## src/core/pmmd_pkg.sv

```systemverilog
package pmmd_pkg;

  // bank population and page geometry
  localparam int LANE_BANKS_DEF    = 4;
  localparam int CMD_BANKS_DEF     = 2;
  localparam int LANES_PER_BANK    = 8;
  localparam int APPS_PER_BANK     = 15;
  localparam int PAYLOAD_SEG_BYTES = 128;
  localparam int CUSTOM_FLAG_W     = 8;

  // page numbers that bound the classes
  localparam logic [7:0] PG_ADMIN        = 8'h00;
  localparam logic [7:0] PG_USER_NV      = 8'h03;
  localparam logic [7:0] PG_LASER_ADV    = 8'h04;
  localparam logic [7:0] PG_LANE_CFG     = 8'h10;
  localparam logic [7:0] PG_LANE_STAT    = 8'h11;
  localparam logic [7:0] PG_TUNE         = 8'h12;
  localparam logic [7:0] PG_PERF_CTL     = 8'h13;
  localparam logic [7:0] PG_PERF_RES     = 8'h14;
  localparam logic [7:0] PG_TIMING       = 8'h15;
  localparam logic [7:0] PG_NET_PATH     = 8'h16;
  localparam logic [7:0] PG_LANE_FLAGS   = 8'h17;
  localparam logic [7:0] PG_CFG_EXT      = 8'h18;
  localparam logic [7:0] PG_STAT_EXT     = 8'h19;
  localparam logic [7:0] PG_APPS         = 8'h1C;
  localparam logic [7:0] PG_SWITCH       = 8'h1D;
  localparam logic [7:0] PG_VEND_LO      = 8'h1E;
  localparam logic [7:0] PG_VEND_HI      = 8'h1F;
  localparam logic [7:0] PG_MON_FIRST    = 8'h20;
  localparam logic [7:0] PG_MON_LAST_RO  = 8'h2B;
  localparam logic [7:0] PG_MON_TC_FLAGS = 8'h2C;
  localparam logic [7:0] PG_MON_MASKS    = 8'h2D;
  localparam logic [7:0] PG_MON_RSVD     = 8'h2E;
  localparam logic [7:0] PG_MON_CTL      = 8'h2F;
  localparam logic [7:0] PG_CMD          = 8'h9F;
  localparam logic [7:0] PG_PAYLOAD_LO   = 8'hA0;
  localparam logic [7:0] PG_PAYLOAD_HI   = 8'hAF;
  localparam logic [7:0] PG_CUSTOM_LO    = 8'hB0;

  typedef enum logic [2:0] {
    PMMD_CLS_RESERVED = 3'b000,
    PMMD_CLS_FIXED    = 3'b001,
    PMMD_CLS_LANE     = 3'b010,
    PMMD_CLS_APPS     = 3'b011,
    PMMD_CLS_CMD      = 3'b100,
    PMMD_CLS_PAYLOAD  = 3'b101,
    PMMD_CLS_CUSTOM   = 3'b110
  } pmmd_class_type;

  typedef enum logic [2:0] {
    PMMD_ACC_NONE  = 3'b000,
    PMMD_ACC_RO    = 3'b001,
    PMMD_ACC_RW    = 3'b010,
    PMMD_ACC_COR   = 3'b011,
    PMMD_ACC_MIXED = 3'b100
  } pmmd_access_type;

  typedef struct packed {
    pmmd_class_type  cls;
    pmmd_access_type acc;
  } pmmd_decode_type;

  // one access from the two-wire front end
  typedef struct packed {
    logic       valid;
    logic       write;
    logic [7:0] page;
    logic [7:0] bank;
    logic [6:0] offset;
    logic       reserved_byte;
  } pmmd_req_type;

  // verdict on that access, one cycle later
  typedef struct packed {
    logic            done;
    logic            granted;
    logic            store_write;
    logic            force_zero;
    logic            cor_clear;
    pmmd_class_type  cls;
    pmmd_access_type acc;
    logic [5:0]      first_lane;
    logic [10:0]     payload_index;
  } pmmd_resp_type;

endpackage

```

## src/core/pmmd_decoder.sv

```systemverilog
// Behaviour
// pages 00h-04h single bank, 03h writable
// page 10h writable, four lane banks
// pages 11h and 19h read-only, lane banked
// page 12h mixed access, lane banked
// page 13h writable, 14h read-only, banked
// pages 17h and 2Ch clear on read
// page 1Ch bank count from advertisement
// page 2Fh writable, lane banked
// page 9Fh command page, two banks
// pages A0h-AFh payload segments, two banks
// reserved pages and banks are inaccessible
// reserved bytes in supported pages addressable
// reserved bytes always read as zero
// reserved contents never evaluated nor altered
// writes to reserved bytes are not stored
// unsupported custom pages refuse all access
// custom flags silent unless host aware
// lane bank selects eight-lane group
// clear-on-read byte cleared after read
// bank beyond supported count is refused
module pmmd_decoder #(
  parameter int                LANE_BANKS     = pmmd_pkg::LANE_BANKS_DEF,
  parameter int                CMD_BANKS      = pmmd_pkg::CMD_BANKS_DEF,
  parameter logic              CUSTOM_SUPPORT = 1'b0,
  parameter int                CUSTOM_BANKS   = 1
) (
  input  wire logic                   clock,
  input  wire logic                   reset_n,
  input  wire pmmd_pkg::pmmd_req_type req,
  input  wire logic [7:0]             apps_bank_count,
  input  wire logic                   host_vendor_aware,
  input  wire logic [pmmd_pkg::CUSTOM_FLAG_W-1:0] custom_flags_in,
  output pmmd_pkg::pmmd_resp_type     resp,
  output logic [pmmd_pkg::CUSTOM_FLAG_W-1:0]      custom_flags_out
);

  typedef struct packed {
    pmmd_pkg::pmmd_resp_type          resp;
    logic [pmmd_pkg::CUSTOM_FLAG_W-1:0] flags;
  } pmmd_state_type;

  pmmd_state_type state;
  pmmd_state_type next_state;

  // page table: class and access type of each page number
  function automatic pmmd_pkg::pmmd_decode_type classify(
    input logic [7:0] page
  );
    pmmd_pkg::pmmd_decode_type d;
    d.cls = pmmd_pkg::PMMD_CLS_RESERVED;
    d.acc = pmmd_pkg::PMMD_ACC_NONE;
    // unbanked administrative pages
    if (page <= pmmd_pkg::PG_LASER_ADV) begin
      d.cls = pmmd_pkg::PMMD_CLS_FIXED;
      d.acc = (page == pmmd_pkg::PG_USER_NV) ? pmmd_pkg::PMMD_ACC_RW
                                             : pmmd_pkg::PMMD_ACC_RO;
    end else if (page >= pmmd_pkg::PG_MON_FIRST &&
                 page <= pmmd_pkg::PG_MON_CTL) begin
      d.cls = pmmd_pkg::PMMD_CLS_LANE;
      d.acc = pmmd_pkg::PMMD_ACC_RO;
      // monitor crossing flags clear on read
      if (page == pmmd_pkg::PG_MON_TC_FLAGS) begin
        d.acc = pmmd_pkg::PMMD_ACC_COR;
      end else if (page == pmmd_pkg::PG_MON_MASKS) begin
        d.acc = pmmd_pkg::PMMD_ACC_RW;
      // monitor control page writable
      end else if (page == pmmd_pkg::PG_MON_CTL) begin
        d.acc = pmmd_pkg::PMMD_ACC_RW;
      // a reserved page inside the banked range
      end else if (page == pmmd_pkg::PG_MON_RSVD) begin
        d.cls = pmmd_pkg::PMMD_CLS_RESERVED;
        d.acc = pmmd_pkg::PMMD_ACC_NONE;
      end
    // command channel page
    end else if (page == pmmd_pkg::PG_CMD) begin
      d.cls = pmmd_pkg::PMMD_CLS_CMD;
      d.acc = pmmd_pkg::PMMD_ACC_RW;
    // sixteen extended payload pages
    end else if (page >= pmmd_pkg::PG_PAYLOAD_LO &&
                 page <= pmmd_pkg::PG_PAYLOAD_HI) begin
      d.cls = pmmd_pkg::PMMD_CLS_PAYLOAD;
      d.acc = pmmd_pkg::PMMD_ACC_RW;
    // vendor ranges, upper block and 1Eh-1Fh
    end else if (page >= pmmd_pkg::PG_CUSTOM_LO ||
                 page == pmmd_pkg::PG_VEND_LO ||
                 page == pmmd_pkg::PG_VEND_HI) begin
      d.cls = pmmd_pkg::PMMD_CLS_CUSTOM;
      d.acc = pmmd_pkg::PMMD_ACC_MIXED;
    end else begin
      // remaining low banked pages; others stay reserved
      case (page)
        // lane configuration writable
        pmmd_pkg::PG_LANE_CFG,
        // diagnostics control writable
        pmmd_pkg::PG_PERF_CTL,
        pmmd_pkg::PG_NET_PATH,
        pmmd_pkg::PG_CFG_EXT: begin
          d.cls = pmmd_pkg::PMMD_CLS_LANE;
          d.acc = pmmd_pkg::PMMD_ACC_RW;
        end
        // status pages read-only
        pmmd_pkg::PG_LANE_STAT,
        pmmd_pkg::PG_STAT_EXT,
        // diagnostics results read-only
        pmmd_pkg::PG_PERF_RES,
        pmmd_pkg::PG_TIMING: begin
          d.cls = pmmd_pkg::PMMD_CLS_LANE;
          d.acc = pmmd_pkg::PMMD_ACC_RO;
        end
        // tunable laser, per-field access
        pmmd_pkg::PG_TUNE,
        pmmd_pkg::PG_SWITCH: begin
          d.cls = pmmd_pkg::PMMD_CLS_LANE;
          d.acc = pmmd_pkg::PMMD_ACC_MIXED;
        end
        // lane flags clear on read
        pmmd_pkg::PG_LANE_FLAGS: begin
          d.cls = pmmd_pkg::PMMD_CLS_LANE;
          d.acc = pmmd_pkg::PMMD_ACC_COR;
        end
        // normalized applications, read-only
        pmmd_pkg::PG_APPS: begin
          d.cls = pmmd_pkg::PMMD_CLS_APPS;
          d.acc = pmmd_pkg::PMMD_ACC_RO;
        end
        default: begin
          d.cls = pmmd_pkg::PMMD_CLS_RESERVED;
          d.acc = pmmd_pkg::PMMD_ACC_NONE;
        end
      endcase
    end
    return d;
  endfunction

  pmmd_pkg::pmmd_decode_type dec;
  logic                      bank_ok;

  // bank check per class; limits are counts, bank numbers start at 0
  always_comb begin
    dec = classify(req.page);
    unique case (dec.cls)
      // single bank only
      pmmd_pkg::PMMD_CLS_FIXED:
        bank_ok = (req.bank == 8'h00);
      // lane banks beyond population refused
      pmmd_pkg::PMMD_CLS_LANE:
        bank_ok = (32'(req.bank) < LANE_BANKS);
      // advertised count, not a fixed figure
      pmmd_pkg::PMMD_CLS_APPS:
        bank_ok = (req.bank < apps_bank_count);
      // one bank per command channel instance
      pmmd_pkg::PMMD_CLS_CMD,
      pmmd_pkg::PMMD_CLS_PAYLOAD:
        bank_ok = (32'(req.bank) < CMD_BANKS);
      // only when the vendor function is built in
      pmmd_pkg::PMMD_CLS_CUSTOM:
        bank_ok = CUSTOM_SUPPORT && (32'(req.bank) < CUSTOM_BANKS);
      default:
        bank_ok = 1'b0;
    endcase
  end

  // verdict for the next cycle; a refused access stores and clears nothing
  always_comb begin
    next_state = state;
    next_state.resp.done = req.valid;
    next_state.resp.cls  = dec.cls;
    next_state.resp.acc  = dec.acc;
    // reserved pages never granted
    next_state.resp.granted = req.valid && bank_ok &&
                              (dec.cls != pmmd_pkg::PMMD_CLS_RESERVED);
    // reserved bytes inside a granted page stay addressable
    next_state.resp.force_zero = req.valid && bank_ok && !req.write &&
                                 req.reserved_byte &&
                                 (dec.cls != pmmd_pkg::PMMD_CLS_RESERVED);
    // reserved contents never altered
    // a write to a reserved byte is dropped
    next_state.resp.store_write = req.valid && bank_ok && req.write &&
                                  !req.reserved_byte &&
                                  (dec.acc == pmmd_pkg::PMMD_ACC_RW ||
                                   dec.acc == pmmd_pkg::PMMD_ACC_MIXED);
    // read of a flag byte asks the flag logic to clear it
    next_state.resp.cor_clear = req.valid && bank_ok && !req.write &&
                                !req.reserved_byte &&
                                (dec.acc == pmmd_pkg::PMMD_ACC_COR);
    // bank k covers lanes k*8+1 .. k*8+8
    next_state.resp.first_lane =
      6'(32'(req.bank[1:0]) * pmmd_pkg::LANES_PER_BANK + 1);
    // one 128-byte segment per payload page
    next_state.resp.payload_index =
      11'(32'(req.page[3:0]) * pmmd_pkg::PAYLOAD_SEG_BYTES +
          32'(req.offset));
    // vendor flags muted for a vendor-agnostic host
    next_state.flags = host_vendor_aware ? custom_flags_in
                                         : '0;
  end

  // the one state register; R13 zero start for everything
  always_ff @(posedge clock or negedge reset_n) begin
    if (!reset_n) begin
      state <= '0;
    end else begin
      state <= next_state;
    end
  end

  assign resp             = state.resp;
  assign custom_flags_out = state.flags;
endmodule

```

## config.mk

```make
export PLATFORM = sky130hd
export DESIGN_NAME = pmmd_decoder
export DESIGN_NICKNAME = d
export VERILOG_FILES = /design/src/core/pmmd_pkg.sv /design/src/core/pmmd_decoder.sv
export SDC_FILE = /design/constraint.sdc
export NUM_CORES = 1
export LEC_CHECK = 0
export ABC_AREA = 1
export BUFFER_PORTS_ARGS = -buffer_cell sky130_fd_sc_hd__buf_2
export CAP_MARGIN = 20
export CORE_ASPECT_RATIO = 1.5
export CORE_MARGIN = 2
export CORE_UTILIZATION = 46
export DETAILED_ROUTE_END_ITERATION = 10
export GPL_ROUTABILITY_DRIVEN = 0
export PLACE_DENSITY = 0.8
export SLEW_MARGIN = 20
export SYNTH_ARGS = -nofsm -noshare
export SYNTH_HDL_FRONTEND = slang
export SYNTH_SLANG_ARGS = --single-unit
```

## constraint.sdc

```tcl
create_clock -name clock -period 0.8 [get_ports clock]
set_input_delay 0.16 -clock clock [delete_from_list [all_inputs] [get_ports clock]]
set_output_delay 0.16 -clock clock [all_outputs]
set_load 0.1 [all_outputs]
```

==> impl_metrics.json, run 1 <==
{
  "outcome": "aborted with a tool error",
  "lastStage": "clock tree synthesis",
  "error": "[ERROR DPL-0038] Utilization greater than 100%, impossible to legalize",
  "placed_area_um2": 3010,
  "io_pins": 81,
  "cts_root_buf": "clkbuf_8",
  "postCtsSetupRepairBufs": 16,
  "portBuffers": 77,
  "die_h_um": 78.1,
  "cts.sink_count": 33,
  "cts_max_path_buffers": 2,
  "synth_area_per_cell_um2": 8.50,
  "synth_area_um2": 1680,
  "ys.warnings.count": 0,
  "place_hpwl_um": 5130,
  "postCtsHoldBufs": 8,
  "synth_cells": 198,
  "die_w_um": 53.4,
  "rows": 26,
  "cts_resized": 58,
  "htreeDepth": 2,
  "numCtsBuffers": 5,
  "ys_types": 24,
  "seq_area_frac_synth_pct": 49.1,
  "yosys_register_bits": 33,
  "start_util_pct": 48.8
}
## through the flow
step | setup TNS (ns) | hold WS [ns] | setup WS, ns | instances
floorplan | -2.18 | -0.136 | -0.419 | 200
global placement | -5.80 | 0.124 | -0.767 | 334
detailed placement | -7.80 | 0.126 | -1.13 | 334
## kinds of logic after synthesis
group           Yosys count  share of synthesized area, %
other cells               2                         0.446
flops                    33                          49.1
simple gates             90                          25.0
compound gates           18                          5.87
fa+ha+maj                12                          8.92
buf+inv                  43                          10.7
## cell usage after synthesis (all sizes together)
library cell  count  area [um2]
o21ai             8        40.0
nand2            44         168
conb              2        7.51
inv              37         139
a21oi             8        43.8
nand3            18         123
buf               5        37.5
o21bai            1        7.51
nand4             3        18.8
clkbuf            1        3.75
nand3b            1        7.51
dfrtp            33         826
nor3              3        15.0
nor2             21        88.8
ha               12         150
a21o              1        7.51
==> inputs of run 2 (changes only) <==
- CORE_ASPECT_RATIO: 1.5 -> not set
- CORE_UTILIZATION: 46 -> 35
- PLACE_DENSITY: 0.8 -> not set
- PLACE_DENSITY_LB_ADDON: not set -> 0.15
==> impl_metrics.json, run 2 <==
{
  "clk_pin_slew_ns": 0.06,
  "period_share_pct": 155,
  "drv_cap": 0,
  "synthSimpleGateAreaFrac_pct": 25.0,
  "yosys_register_bits": 33,
  "finalCoreUtilization_pct": 72.6,
  "synth_cells": 198,
  "synth_most_common_cell": "nand2_1",
  "synth_common_cells": "43 x nand2_1, 35 x inv_1, 33 x dfrtp_1",
  "vias": 1659,
  "worstSetupPathType": "primary input to flop",
  "grt_pass1_vias": 1542,
  "die_w_um": 73.3,
  "track_usage_pct": 15.8,
  "cts.sink_count": 33,
  "wl_per_cell_um": 11.2,
  "num-nets-final": 371,
  "synth_area_um2": 1680,
  "synthMuxAreaShare_pct": 0,
  "hold_violations": 0,
  "portBuffers": 77,
  "place_hpwl_um": 3190,
  "outcome": "finished with violations",
  "synth_top_family_by_area": "simple AND/OR/NAND/NOR gates",
  "cp_max_fo": 4,
  "worstHoldPathCells": 1,
  "drt_first_pass_iters": 4,
  "holdWs_ns": 0.0262,
  "seq_area_frac_synth_pct": 49.1,
  "synth_fa_ha_area_share_pct": 8.92,
  "final_area_um2": 3410,
  "ir_worst_vdd_uv": 650,
  "start_kind": "primary input",
  "drcViolationCount": 0,
  "min_path_type": "primary input to flop",
  "start_util_pct": 35.9,
  "grt_first_pass_wirelength_um": 6670,
  "slew_viol_final": 0,
  "antenna_found_initial": 0,
  "synth_top_area_share_pct": 49.1,
  "htreeDepth": 2,
  "drive_above_1_share_pct": 61.0,
  "max_freq_mhz": 809,
  "grt-ovfl-total": 0,
  "hold_end": "resp[27]$_DFF_PN0_",
  "synthTopCellsByArea": "dfrtp_1 49%, nand2_1 9.6%, ha_1 8.9%",
  "period_needed_ns": 1.24,
  "cts_max_path_buffers": 2,
  "synth-xor-area-share_pct": 0,
  "dieArea_um2": 5380,
  "areaGrowthSynthToFinish_pct": 102,
  "cp.arrival_ns": 1.44,
  "finalSetupViolCount": 43,
  "drtIter0Drc": 43,
  "cts_tree": "yes",
  "synth_compound_area_share_pct": 5.87,
  "synth_top_cell_by_area": "dfrtp_1",
  "fp.coreArea_um2": 4690,
  "p_leak_nw": 1.68,
  "fin_ws_ns": -0.436,
  "io_pins": 81,
  "rows": 25,
  "powerDensity_nw_per_um2": 1420,
  "endpoint_kind": "flop",
  "synth_area_per_cell_um2": 8.50,
  "ys.flop_type": "dfrtp_1",
  "viasPerCell": 4.50,
  "postRouteWirelength_um": 4150,
  "placed_area_um2": 3030,
  "synth_async_sr_flop_share_pct": 100,
  "cts_root_buf": "clkbuf_8",
  "mostFrequentLayoutCells": "38 x nand2_1, 38 x buf_2, 36 x buf_12, 32 x dfrtp_4, 26 x inv_1",
  "numCtsBuffers": 5,
  "diodes": 0,
  "synth_enable_flop_cells": 0,
  "die_h_um": 73.3,
  "cp.required_ns": 1.01,
  "ant_nets": 0,
  "violations": "setup timing",
  "ys_types": 24,
  "largest_register_ffs": 25,
  "rsz0062_at_grt": "yes",
  "ys.warnings.count": 0,
  "grt_max_degree": 34,
  "worstHoldStart": "req[25]"
}
run 2: where the power goes:
part           internal (mW)  switching [mW]
registers               1.81          0.0692
logic                  0.692            1.11
clock network          0.601           0.545
run 2: what timing repair did:
item	CTS	global route
setup endpoints to repair	43	43
pin swaps	12	16
setup buffers	6	3
hold endpoints to repair	40	0
resized for setup	14	32
hold buffers	8	0
run 2: layout make-up:
type / instances / area [um2]
flip-flops and latches: 33 / 946
inverters: 37 / 173
clock inverters: 2 / 10.0
repair buffers: 113 / 1250
clock buffers: 6 / 72.6
fillers: 332 / 1280
multi-input cells: 124 / 892
well taps: 54 / 67.6
run 2: how the worst max path moves through the flow:
stage | startpoint | end | depth (start not counted)
after global placement | req[16] | resp[25]$_DFF_PN0_ | 11
final | req[16] | resp[23]$_DFF_PN0_ | 14
after detailed placement | req[16] | resp[23]$_DFF_PN0_ | 14
after CTS | req[16] | resp[24]$_DFF_PN0_ | 13
after global routing | req[16] | resp[24]$_DFF_PN0_ | 14
after floorplan | req[17] | resp[23]$_DFF_PN0_ | 13
run 2: cell families (layout without fill, tap and decap cells):
group	Yosys count	after routing
compound gates	18	18
flops	33	33
simple gates	90	90
buf+inv	43	158
other cells	2	4
fa+ha+maj	12	12
run 2: per-layer routing:
layer	GRT usage [%]	vias to the layer above	wire length (um)
met5	0	-	0
met4	5.45	0	48
met3	2.88	4	212
met2	28.2	58	2180
met1	19.1	758	1710
li1	-	839	-
run 2: critical path: stages:
cell and delay (ns):
buf_12 0.11, inv_16 0.04, ha_4 0.15, nand3_2 0.07
nand2_2 0.08, nand2_4 0.08, nand4_1 0.13, nand2_2 0.12
nand2_1 0.05, nand2_1 0.05, nand2_1 0.05, nor2_2 0.13
nand3_2 0.10, nor2_1 0.11
run 2: per-stage QoR:
step / TNS, ns / total power, mW / setup WS [ns] / instances
2_1_floorplan: -2.18 / 2.88 / -0.419 / 200
3_3_place_gp: -6.13 / 3.56 / -0.787 / 346
3_5_place_dp: -6.33 / 3.58 / -0.828 / 346
4_1_cts: -11.68 / 4.83 / -0.386 / 366
5_1_grt: -13.59 / 5.07 / -0.574 / 369
6_report: -11.80 / 4.83 / -0.436 / 369
Note: power is estimated with default switching activity, not from simulation.
